File: src/hdl/flash_host_pkg.sv
// Shared types and constants for the parallel flash host controller.
`default_nettype none
package flash_host_pkg;
  localparam int CLK_NS = 20;
  // Strobe low time; well above the 5 ns the device treats as a glitch.
  localparam int WE_LOW_NS = 40;
  localparam int WE_LOW_CYC = (WE_LOW_NS + CLK_NS - 1) / CLK_NS;
  // Gap with select high after each cycle, also covers the 50 ns re-read wait.
  localparam int RECOVER_NS = 50;
  localparam int RECOVER_CYC = (RECOVER_NS + CLK_NS - 1) / CLK_NS;
  // Read access time plus the two synchroniser stages on the data inputs.
  localparam int ACCESS_NS = 70;
  localparam int SYNC_STAGES = 2;
  localparam int READ_CYC = (ACCESS_NS + CLK_NS - 1) / CLK_NS + SYNC_STAGES;
  localparam int ABORT_US = 10;
  localparam int ABORT_CYC = (ABORT_US * 1000) / CLK_NS;
  // Cycles after the last program write before the busy pin is trusted.
  localparam int BUSY_SETTLE_CYC = 4;
  localparam int BUSY_TIMEOUT_DEF = 65536;
  localparam int CNT_W = 24;

  localparam logic [19:0] UNLOCK1_ADDR = 20'h00555;
  localparam logic [19:0] UNLOCK2_ADDR = 20'h002aa;
  localparam logic [7:0] UNLOCK1_DATA = 8'haa;
  localparam logic [7:0] UNLOCK2_DATA = 8'h55;
  localparam logic [7:0] CMD_RESET = 8'hf0;
  localparam logic [7:0] CMD_AUTOSEL = 8'h90;
  localparam logic [7:0] CMD_PROGRAM = 8'ha0;

  typedef enum logic [2:0] {
    OP_READ = 3'h0,
    OP_RESET_SHORT = 3'h1,
    OP_RESET_LONG = 3'h2,
    OP_AUTOSEL = 3'h3,
    OP_PROGRAM = 3'h4,
    OP_PIN_ID = 3'h5
  } op_e;

  typedef enum logic [2:0] {
    S_IDLE = 3'h0,
    S_SETUP = 3'h1,
    S_STROBE = 3'h2,
    S_RECOVER = 3'h3,
    S_BUSY = 3'h4,
    S_ABORT = 3'h5,
    S_RESP = 3'h6
  } state_e;

  typedef struct packed {
    op_e op;
    logic [19:0] addr;
    logic [7:0] data;
  } cmd_s;

  typedef struct packed {
    logic ce_n;
    logic oe_n;
    logic we_n;
    logic [19:0] addr;
    logic [7:0] dout;
    logic dout_oe;
    logic high_voltage_id_level;
    logic hard_rst_n;
  } pins_s;

  localparam pins_s PINS_IDLE = '{ce_n: 1'b1, oe_n: 1'b1, we_n: 1'b1, addr: 20'h00000,
                                  dout: 8'h00, dout_oe: 1'b0, high_voltage_id_level: 1'b0, hard_rst_n: 1'b0};
endpackage
`default_nettype wire

File: src/hdl/flash_host.sv
// Host-side controller that runs read, reset, identify and program cycles on a flash bus.
`default_nettype none
module flash_host #(
  parameter int BUSY_TIMEOUT_CYC = flash_host_pkg::BUSY_TIMEOUT_DEF
) (
  input wire logic core_clk_in, // 50 MHz clock.
  input wire logic reset_n_in, // Asynchronous reset, active low.
  input wire logic cmd_valid_in, // Command request.
  input wire flash_host_pkg::cmd_s cmd_in, // Operation, address, data.
  output logic cmd_ready_out, // Controller idle, command taken.
  output logic rsp_valid_out, // One-cycle answer pulse.
  output logic [7:0] rsp_data_out, // Byte read or verified.
  output logic rsp_error_out, // Operation failed.
  output logic flash_ce_n_out, // Chip select, active low.
  output logic flash_oe_n_out, // Output enable, active low.
  output logic flash_we_n_out, // Write strobe, active low.
  output logic [19:0] address_lines_out, // Address pins.
  output logic [7:0] data_lines_out, // Data pins, driven value.
  output logic data_lines_oe_out, // High while driving data pins.
  input wire logic [7:0] data_lines_in, // Data pins, sensed value.
  input wire logic ready_busy_od_in, // Pulled-up ready/busy pin.
  output logic high_voltage_id_level_out, // Apply identify voltage to A9.
  output logic hard_reset_unlock_n_out // Device hard reset, active low.
);
  typedef struct packed {
    flash_host_pkg::state_e st;
    flash_host_pkg::cmd_s cmd;
    logic [2:0] step;
    logic rd;
    logic pre;
    logic err;
    logic [flash_host_pkg::CNT_W-1:0] cnt;
    flash_host_pkg::pins_s pins;
    logic rsp_valid;
    logic [7:0] rsp_data;
    logic rsp_error;
  } ctrl_s;

  localparam ctrl_s CTRL_RST = '{st: flash_host_pkg::S_IDLE,
                                 cmd: '{op: flash_host_pkg::OP_READ, addr: 20'h00000,
                                        data: 8'h00},
                                 step: 3'h0, rd: 1'b0, pre: 1'b0, err: 1'b0,
                                 cnt: '0, pins: flash_host_pkg::PINS_IDLE,
                                 rsp_valid: 1'b0, rsp_data: 8'h00, rsp_error: 1'b0};
  localparam logic [flash_host_pkg::CNT_W-1:0] WE_LOW_C =
    flash_host_pkg::CNT_W'(flash_host_pkg::WE_LOW_CYC);
  localparam logic [flash_host_pkg::CNT_W-1:0] RECOVER_C =
    flash_host_pkg::CNT_W'(flash_host_pkg::RECOVER_CYC);
  localparam logic [flash_host_pkg::CNT_W-1:0] READ_C =
    flash_host_pkg::CNT_W'(flash_host_pkg::READ_CYC);
  localparam logic [flash_host_pkg::CNT_W-1:0] ABORT_C =
    flash_host_pkg::CNT_W'(flash_host_pkg::ABORT_CYC);
  localparam logic [flash_host_pkg::CNT_W-1:0] SETTLE_C =
    flash_host_pkg::CNT_W'(flash_host_pkg::BUSY_SETTLE_CYC);
  localparam logic [flash_host_pkg::CNT_W-1:0] TIMEOUT_C =
    flash_host_pkg::CNT_W'(BUSY_TIMEOUT_CYC);

  logic [1:0] rst_q_r;
  logic rst_n;
  logic [8:0] sync_pins;
  logic [7:0] rdata;
  logic rb_ready;
  ctrl_s c_r;
  ctrl_s c_nxt;

  always_ff @(posedge core_clk_in or negedge reset_n_in) begin
    if (!reset_n_in) begin
      rst_q_r <= 2'h0;
    end else begin
      rst_q_r <= {rst_q_r[0], 1'b1};
    end
  end
  assign rst_n = rst_q_r[1];

  pin_sync #(.WIDTH(9)) u_sync (
    .core_clk_in(core_clk_in),
    .rst_n_in(rst_n),
    .async_in({ready_busy_od_in, data_lines_in}),
    .sync_out(sync_pins)
  );
  assign rdata = sync_pins[7:0];
  assign rb_ready = sync_pins[8];

  // Number of bus writes each command needs.
  function automatic logic [2:0] n_writes(input flash_host_pkg::op_e op);
    case (op)
      flash_host_pkg::OP_RESET_SHORT: n_writes = 3'h1;
      flash_host_pkg::OP_RESET_LONG: n_writes = 3'h3;
      flash_host_pkg::OP_AUTOSEL: n_writes = 3'h3;
      flash_host_pkg::OP_PROGRAM: n_writes = 3'h4;
      default: n_writes = 3'h0;
    endcase
  endfunction

  // Address and data of write number step; unlock writes leave the upper address bits zero.
  function automatic logic [27:0] wr_word(input flash_host_pkg::cmd_s cmd,
                                          input logic [2:0] step);
    logic [7:0] cbyte;
    cbyte = flash_host_pkg::CMD_PROGRAM;
    if (cmd.op == flash_host_pkg::OP_RESET_LONG) begin
      cbyte = flash_host_pkg::CMD_RESET;
    end else if (cmd.op == flash_host_pkg::OP_AUTOSEL) begin
      cbyte = flash_host_pkg::CMD_AUTOSEL;
    end
    case (step)
      3'h0: begin
        if (cmd.op == flash_host_pkg::OP_RESET_SHORT) begin
          wr_word = {cmd.addr, flash_host_pkg::CMD_RESET};
        end else begin
          wr_word = {flash_host_pkg::UNLOCK1_ADDR, flash_host_pkg::UNLOCK1_DATA};
        end
      end
      3'h1: wr_word = {flash_host_pkg::UNLOCK2_ADDR, flash_host_pkg::UNLOCK2_DATA};
      3'h2: wr_word = {flash_host_pkg::UNLOCK1_ADDR, cbyte};
      default: wr_word = {cmd.addr, cmd.data};
    endcase
  endfunction

  always_comb begin
    c_nxt = c_r;
    c_nxt.rsp_valid = 1'b0;
    c_nxt.pins.hard_rst_n = 1'b1;
    case (c_r.st)
      flash_host_pkg::S_IDLE: begin
        if (cmd_valid_in) begin
          c_nxt.cmd = cmd_in;
          c_nxt.step = 3'h0;
          c_nxt.err = 1'b0;
          c_nxt.pre = (cmd_in.op == flash_host_pkg::OP_PROGRAM);
          c_nxt.rd = (cmd_in.op == flash_host_pkg::OP_READ) ||
                     (cmd_in.op == flash_host_pkg::OP_PIN_ID) ||
                     (cmd_in.op == flash_host_pkg::OP_PROGRAM);
          c_nxt.pins.high_voltage_id_level = (cmd_in.op == flash_host_pkg::OP_PIN_ID);
          c_nxt.st = flash_host_pkg::S_SETUP;
        end
      end
      flash_host_pkg::S_SETUP: begin
        // Address settles with the write strobe high, so it is stable before it falls; for reads output enable falls here too.
        c_nxt.cnt = '0;
        c_nxt.pins.ce_n = 1'b0;
        c_nxt.pins.we_n = 1'b1;
        if (c_r.rd) begin
          c_nxt.pins.addr = c_r.cmd.addr;
          c_nxt.pins.dout_oe = 1'b0;
          c_nxt.pins.oe_n = 1'b0;
        end else begin
          {c_nxt.pins.addr, c_nxt.pins.dout} = wr_word(c_r.cmd, c_r.step);
          c_nxt.pins.dout_oe = 1'b1;
          c_nxt.pins.oe_n = 1'b1;
        end
        c_nxt.st = flash_host_pkg::S_STROBE;
      end
      flash_host_pkg::S_STROBE: begin
        c_nxt.pins.we_n = c_r.rd;
        c_nxt.cnt = c_r.cnt + 1'b1;
        if (c_r.cnt == (c_r.rd ? READ_C : WE_LOW_C)) begin
          // Strobes rise together while data is still driven.
          c_nxt.pins.ce_n = 1'b1;
          c_nxt.pins.we_n = 1'b1;
          c_nxt.pins.oe_n = 1'b1;
          c_nxt.cnt = '0;
          if (c_r.rd) begin
            c_nxt.rsp_data = rdata;
          end
          c_nxt.st = flash_host_pkg::S_RECOVER;
        end
      end
      flash_host_pkg::S_RECOVER: begin
        c_nxt.pins.dout_oe = 1'b0;
        c_nxt.cnt = c_r.cnt + 1'b1;
        if (c_r.cnt == RECOVER_C) begin
          c_nxt.cnt = '0;
          c_nxt.st = flash_host_pkg::S_RESP;
          if (c_r.rd && c_r.cmd.op == flash_host_pkg::OP_PROGRAM) begin
            if (c_r.pre) begin
              c_nxt.pre = 1'b0;
              if ((c_r.rsp_data & c_r.cmd.data) != c_r.cmd.data) begin
                c_nxt.err = 1'b1;
              end else begin
                c_nxt.rd = 1'b0;
                c_nxt.st = flash_host_pkg::S_SETUP;
              end
            end else if (c_r.rsp_data != c_r.cmd.data) begin
              // Covers a protected target too: it is discarded and never busy.
              c_nxt.err = 1'b1;
              c_nxt.cmd.op = flash_host_pkg::OP_RESET_SHORT;
              c_nxt.step = 3'h0;
              c_nxt.rd = 1'b0;
              c_nxt.st = flash_host_pkg::S_SETUP;
            end
          end else if (!c_r.rd) begin
            c_nxt.step = c_r.step + 3'h1;
            if (c_r.step + 3'h1 < n_writes(c_r.cmd.op)) begin
              c_nxt.st = flash_host_pkg::S_SETUP;
            end else if (c_r.cmd.op == flash_host_pkg::OP_PROGRAM) begin
              c_nxt.st = flash_host_pkg::S_BUSY;
            end else if (c_r.cmd.op != flash_host_pkg::OP_AUTOSEL) begin
              c_nxt.st = flash_host_pkg::S_ABORT;
            end
          end
        end
      end
      flash_host_pkg::S_BUSY: begin
        // No command or read is issued here; any read would only return status.
        c_nxt.cnt = c_r.cnt + 1'b1;
        if (c_r.cnt >= SETTLE_C && rb_ready) begin
          c_nxt.cnt = '0;
          c_nxt.rd = 1'b1;
          c_nxt.st = flash_host_pkg::S_SETUP;
        end else if (c_r.cnt == TIMEOUT_C) begin
          c_nxt.err = 1'b1;
          c_nxt.cmd.op = flash_host_pkg::OP_RESET_SHORT;
          c_nxt.step = 3'h0;
          c_nxt.rd = 1'b0;
          c_nxt.st = flash_host_pkg::S_SETUP;
        end
      end
      flash_host_pkg::S_ABORT: begin
        // A reset may abort an erase or clear an error; the device is unreadable meanwhile.
        c_nxt.cnt = c_r.cnt + 1'b1;
        if (c_r.cnt == ABORT_C) begin
          c_nxt.st = flash_host_pkg::S_RESP;
        end
      end
      flash_host_pkg::S_RESP: begin
        c_nxt.rsp_valid = 1'b1;
        c_nxt.rsp_error = c_r.err;
        c_nxt.pins.high_voltage_id_level = 1'b0;
        c_nxt.st = flash_host_pkg::S_IDLE;
      end
      default: c_nxt.st = flash_host_pkg::S_IDLE;
    endcase
  end

  always_ff @(posedge core_clk_in or negedge rst_n) begin
    if (!rst_n) begin
      c_r <= CTRL_RST;
    end else begin
      c_r <= c_nxt;
    end
  end

  assign cmd_ready_out = (c_r.st == flash_host_pkg::S_IDLE);
  assign rsp_valid_out = c_r.rsp_valid;
  assign rsp_data_out = c_r.rsp_data;
  assign rsp_error_out = c_r.rsp_error;
  assign flash_ce_n_out = c_r.pins.ce_n;
  assign flash_oe_n_out = c_r.pins.oe_n;
  assign flash_we_n_out = c_r.pins.we_n;
  assign address_lines_out = c_r.pins.addr;
  assign data_lines_out = c_r.pins.dout;
  assign data_lines_oe_out = c_r.pins.dout_oe;
  assign high_voltage_id_level_out = c_r.pins.high_voltage_id_level;
  assign hard_reset_unlock_n_out = c_r.pins.hard_rst_n;
endmodule
`default_nettype wire

File: src/hdl/pin_sync.sv
// Two-flop synchroniser for inputs arriving from the flash pins.
`default_nettype none
module pin_sync #(
  parameter int WIDTH = 9
) (
  input wire logic core_clk_in, // Core clock.
  input wire logic rst_n_in, // Synchronised reset, active low.
  input wire logic [WIDTH-1:0] async_in, // Pin levels.
  output logic [WIDTH-1:0] sync_out // Levels after two flops.
);
  logic [WIDTH-1:0] meta_r;

  always_ff @(posedge core_clk_in or negedge rst_n_in) begin
    if (!rst_n_in) begin
      meta_r <= '0;
      sync_out <= '0;
    end else begin
      meta_r <= async_in;
      sync_out <= meta_r;
    end
  end
endmodule
`default_nettype wire

File: config.mk
export PLATFORM = sky130hd
export DESIGN_NAME = flash_host
export DESIGN_NICKNAME = d
export VERILOG_FILES = /design/src/hdl/flash_host_pkg.sv /design/src/hdl/flash_host.sv /design/src/hdl/pin_sync.sv
export SDC_FILE = /design/constraint.sdc
export NUM_CORES = 1
export LEC_CHECK = 0
export ABC_AREA = 1
export ABC_CLOCK_PERIOD_IN_PS = 4000
export BUFFER_PORTS_ARGS = -buffer_cell sky130_fd_sc_hd__buf_2
export CAP_MARGIN = 20
export CORE_UTILIZATION = 45
export CTS_CLUSTER_SIZE = 12
export DETAILED_ROUTE_END_ITERATION = 8
export MAX_ROUTING_LAYER = met4
export PLACE_DENSITY = 0.67
export SYNTH_ARGS = -nofsm -noshare
export SYNTH_HDL_FRONTEND = slang
export SYNTH_HIERARCHICAL = 1
export SYNTH_SLANG_ARGS = --single-unit
File: constraint.sdc
create_clock -name core_clk_in -period 4 [get_ports core_clk_in]
set_input_delay 0.8 -clock core_clk_in [delete_from_list [all_inputs] [get_ports core_clk_in]]
set_output_delay 0.8 -clock core_clk_in [all_outputs]
set_load 0.02 [all_outputs]
# Yosys cells after proc, flatten, opt, wreduce, memory -nomap -nowiden
# Index checks and enable logic that the tools add are counted.
# Widths: inputs -> output; s select.
# totals
reg_bits	128
input_bits	43
out_inout_bits	45
# op_classes
add_sub_neg	2
magnitude_cmp	2
n_eq_ne	37
muxes	58
n_bitwise	2
reduce_logical	25
# ops
op	count
$pmux 24 s5	1
$pmux 28 s3	1
$mux 3	22
$mux 40	1
$mux 30	1
$mux 28	1
$mux 27	1
$add 24x1->24 const B	1
$eq 24x17->1 const B	1
$eq 24x2->1 const B	1
$eq 24x3->1	1
$eq 24x9->1 const B	1
$ge 24x3->1 const B	1
$mux 24	1
$mux 6	4
$reduce_and 8->1	3
$ne 3x3->1 const B	7
$mux 20	1
$eq 3x3->1 const B	6
$ne 2x2->1 const B	9
$pmux 3 s3	2
$pmux 3 s6	1
$ne 8x8->1	2
$eq 3x2->1 const B	5
26 further kinds	51

# Depth between registers and ports, before layout
# depth
ltp_word	13
ltp_mapped	14
ltp_nobuf	14

# Hierarchy
# Netlist, hierarchy kept.
# by_module_without_submodules
module	instances	cells_each	area_each_um2	seq_area_each_um2
flash_host	1	861	6481.2	2756.4
pin_sync	1	18	450.4	450.4

# Worst setup path after synthesis
# OpenSTA, ideal clock, no wires.
# synth_path
path_kind	flip-flop to flip-flop
start	register c_r[102] in the netlist's numbering
end	register c_r[106] in the netlist's numbering
arrival_ps	1757
required_time_ps	3881
slack_ps	2124
stages_incl_launch_ff	13
n_path_buf	1
period_less_slack_ps	1876
path_cell_list	dfrtp_1 -> clkbuf_1 -> nor3_1 -> inv_1 -> ha_1 -> a21oi_1 -> nand3_1 -> nand2_1 -> nor2_1 -> nand2_1 -> nand2_1 -> nand2_1 -> nand2_1
# synth_via
elab_chain_len	13
word_cells_on_any_way	20
# synth_rtl
item	line_no	text
start: declaration	flash_host.sv:63	ctrl_s c_r;
start signal: assignment	flash_host.sv:239	c_r <= c_nxt;
$eq 3x2->1	flash_host.sv:86	case (op)
$reduce_or 2->1 (no source line)	--	
$pmux 3 s3	flash_host.sv:86	
$mux 3	flash_host.sv:191	end else if (!c_r.rd) begin
$mux 3	flash_host.sv:174	if (c_r.rd && c_r.cmd.op == flash_host_pkg::OP_PROGRAM) begin
$mux 3	flash_host.sv:171	if (c_r.cnt == RECOVER_C) begin
$mux 3	flash_host.sv:123	case (c_r.st)
$lt 3x3->1	flash_host.sv:193	if (c_r.step + 3'h1 < n_writes(c_r.cmd.op)) begin
$mux 3	flash_host.sv:193	
$mux 3	flash_host.sv:191	
$mux 3 (*)	flash_host.sv:174	
$mux 6 (*)	flash_host.sv:171	
$pmux 3 s6 (*)	flash_host.sv:123	
# Mark *: on every way between the ends. The rest lies on a longest branch, timed or not. The select of a mux whose other input is x is not followed.
# A chain may end at the register's enable or synchronous reset.

# Worst setup path after layout
# layout_path
start	register c_r[107] in the netlist's numbering
end	register c_r (netlist bit data_lines_out[1])
# layout_via
elab_chain_len	2
# layout_rtl
item	line_no
$eq 3x1->1	flash_host.sv:123
$reduce_and 2->1 (no source line)	--
# No other way between the ends.

==> run summary <==
clock root buffer = clkbuf_16
fraction of layout cells with a size suffix above 1 = 18.5%
FF/Latch Area = 3210 sq um
clock slew at reported path FFs = 60 ps
Resized cells post-CTS = 0
register area share after synthesis = 46.3%
Leak = 4.13 nW
# setup viols final = 0
maximum vdd ir drop = 0.412 mV
Distinct cells, synth = 42
Multi-input gate area = 3040 sq um
fmax = 391 MHz
Yosys reg bits = 128
final instance area = 7800 sq um
initial antenna violation count = 0
outcome = complete, no violations
reg2reg path depth = 9
Max Cap Viol = 0
post-placement cell area = 7220 sq um
router iterations before antenna repair = 5
critical path class = reg -> reg
total CTS buffers = 17
routed vias = 5685
Placed Cells = 1095
Final Hold Viols = 0
hold_buf cts = 0
gr busiest metal = met2
pin count of the biggest net entering global routing = 79
first-pass GRT wire length = 27200 um
vias in the first global route = 5488
crit end category = register
CTS tree = built
clk sink count = 128
startpoint types = register
Arr. time, crit path = 2860 ps
IO Port Bufs = 87
YS warnings = 6
fraction of registers with async set/reset = 100%
ANT cells = 0
Initial Util = 47.0%
GRT met2 Usage = 35.2%
post-route minimum period = 2560 ps
routed len/inst = 14.2 um
ANT nets after route = 0
Slew @ Worst Pin = 1020 ps
# IOs = 88
max_slew headroom = 32.2%
Overall Global Routing Usage = 22.5%
final net count = 990
Mean Syn Cell Area = 7.89 sq um
Post-Route Skew = 8.97 ps
GR Layer Usage met1 = 29.4%
unrepaired setup endpoints after global routing = false
setup repair bufs after CTS = 0
worst hold slack = 154 ps
Total Routed Length = 16000 um
worst path required time = 4300 ps
Die ar. = 15900 sq um
Post-Syn Instances = 879
DP Wirelength = 11400 um
DR iter-0 viols = 413
Critical Path Fanout Max = 22
Tcrit/Tclk final = 64.0%
drt via density = 5.04
Synth Flop Type = dfrtp_1
Fillers = 1436
Synth Cell Area = 6930 sq um
Final TNS setup = 0 ps
met3 Use GR = 5.06%
core area = 14800 sq um
Power Density = 719 nW/um^2
Max Slew Vio Count = 0
Layout area overhead = 12.6%
chip height = 126 um
GPL Wtd Cong = 0.886
EDFF count, synth = 0
remaining global-route overflow = 0
# DRC = 0
htree depth = 4
HP Class = in -> async
DIE WIDTH = 126 um
row cnt = 44
Layout Cells excl Fill = 1127
Longest Clk Path Bufs = 2
Clock Latency Late Sink = 420 ps
## final timing paths
kind / start / to / slack [ps]
max reg2reg: c_r[107]$_DFFE_PN0P_ / data_lines_out[1]$_DFFE_PN0P_ / 1440
min in group core_clk_in: u_sync/meta_r[2]$_DFF_PN0_ / u_sync/sync_out[2]$_DFF_PN0_ / 350
max in group asynchronous: rst_q_r[1]$_DFF_PN0_ / c_r[55]$_DFFE_PN0P_ / 2610
max: c_r[107]$_DFFE_PN0P_ / data_lines_out[1]$_DFFE_PN0P_ / 1440
min reg2reg: u_sync/meta_r[2]$_DFF_PN0_ / u_sync/sync_out[2]$_DFF_PN0_ / 350
min: reset_n_in / rst_q_r[1]$_DFF_PN0_ / 150
## layer usage
| metal | vias to the layer above | part of all wire, % |
|---|---|---|
| met5 | - | 0 |
| met4 | 0 | 1.2 |
| met3 | 18 | 3.7 |
| met2 | 135 | 49 |
| met1 | 2657 | 46 |
| li1 | 2875 | - |
## flip-flops by register name, summed over array words and instances, names as in the netlist
signal / flops
high_voltage_id_level_out: 1
flash_we_n_out: 1
u_sync/meta_r: 9
u_sync/sync_out: 9
address_lines_out: 20
rsp_error_out: 1
rsp_data_out: 8
hard_reset_unlock_n_out: 1
flash_oe_n_out: 1
c_r: 64
flash_ce_n_out: 1
data_lines_oe_out: 1
rsp_valid_out: 1
data_lines_out: 8
rst_q_r: 2
## layout make-up
class / instances / area share (%)
repair buffers: 91 / 5.96
multi-input cells: 619 / 38.9
flip-flops and latches: 128 / 41.1
inverters: 73 / 3.54
clock inverters: 14 / 2.00
well taps: 184 / 2.95
clock buffers: 18 / 5.50
## critical path: stages, from the launching register on
cell     delay [ps]
dfrtp_1         400
inv_2           140
nand2_1         100
nor2_2           90
buf_4           280
inv_1           350
nor2_2          560
inv_2           200
a21oi_1         210
a21oi_1          90
## metrics by stage
step | power, mW | utilization [%] | setup WS, ps
2_1_floorplan | 3.71 | - | 175
3_3_place_gp | 4.07 | 48.9 | 1510
3_5_place_dp | 4.10 | 48.9 | 1480
4_1_cts | 5.66 | 52.9 | 1480
5_1_grt | 6.02 | 52.9 | 1280
6_report | 5.61 | 52.9 | 1440
## cells in the mapped netlist (all sizes together), types with 2 or more instances
cell | number | area share, %
a32oi | 3 | 0.38
or2 | 2 | 0.18
nand2 | 319 | 18
a2bb2oi | 5 | 0.63
nand3 | 68 | 5.6
buf | 55 | 5.8
a21oi | 25 | 1.8
nor3 | 10 | 0.72
dfrtp | 125 | 45
dfstp | 3 | 1.1
clkbuf | 5 | 0.27
a31oi | 5 | 0.45
o211ai | 7 | 0.76
xor2 | 11 | 1.4
nor2 | 100 | 6.5
o22ai | 2 | 0.18
nand4 | 20 | 2.0
xnor2 | 4 | 0.51
inv | 72 | 3.9
o21ai | 14 | 1.2
ha | 17 | 3.1
## logic make-up after synthesis
| kind of cell | share of synthesized area, % |
|---|---|
| buffers and inverters | 10.0 |
| xor gates and xnor gates | 1.90 |
| DFF | 46.3 |
| other | 0.0541 |
| and+or+nand+nor | 33.0 |
| adders and majority gates | 3.07 |
| AOI/OAI and AO/OA | 5.74 |
## power breakdown
part	switching, mW	internal, mW	leakage [nW]	total [mW]
Sequential	0.313	1.68	1.58	1.99
Combinational	1.43	0.650	2.26	2.08
Clock	0.615	0.927	0.280	1.54
Total	2.36	3.26	4.13	5.61
## layout by cell type, fill, tap and decap left out, drive strengths merged
master and n:
o221ai 1, nand4 20, xor2 11, a32oi 3, buf 91, a2bb2oi 5
bufinv 2, inv 77, o211ai 7, conb 2, nand3b 1, nor4 1
o41ai 1, nor3 10, ha 17, clkinv 5, or2 2, nand3 68
o21bai 1, xnor2 4, clkbuf 18, nor2 100, clkinvlp 3, a21oi 25
o21ai 14, nand2 319, o22ai 2, dfstp 3, a31oi 5, dfrtp 125
Note: power is estimated with default switching activity, not from simulation.
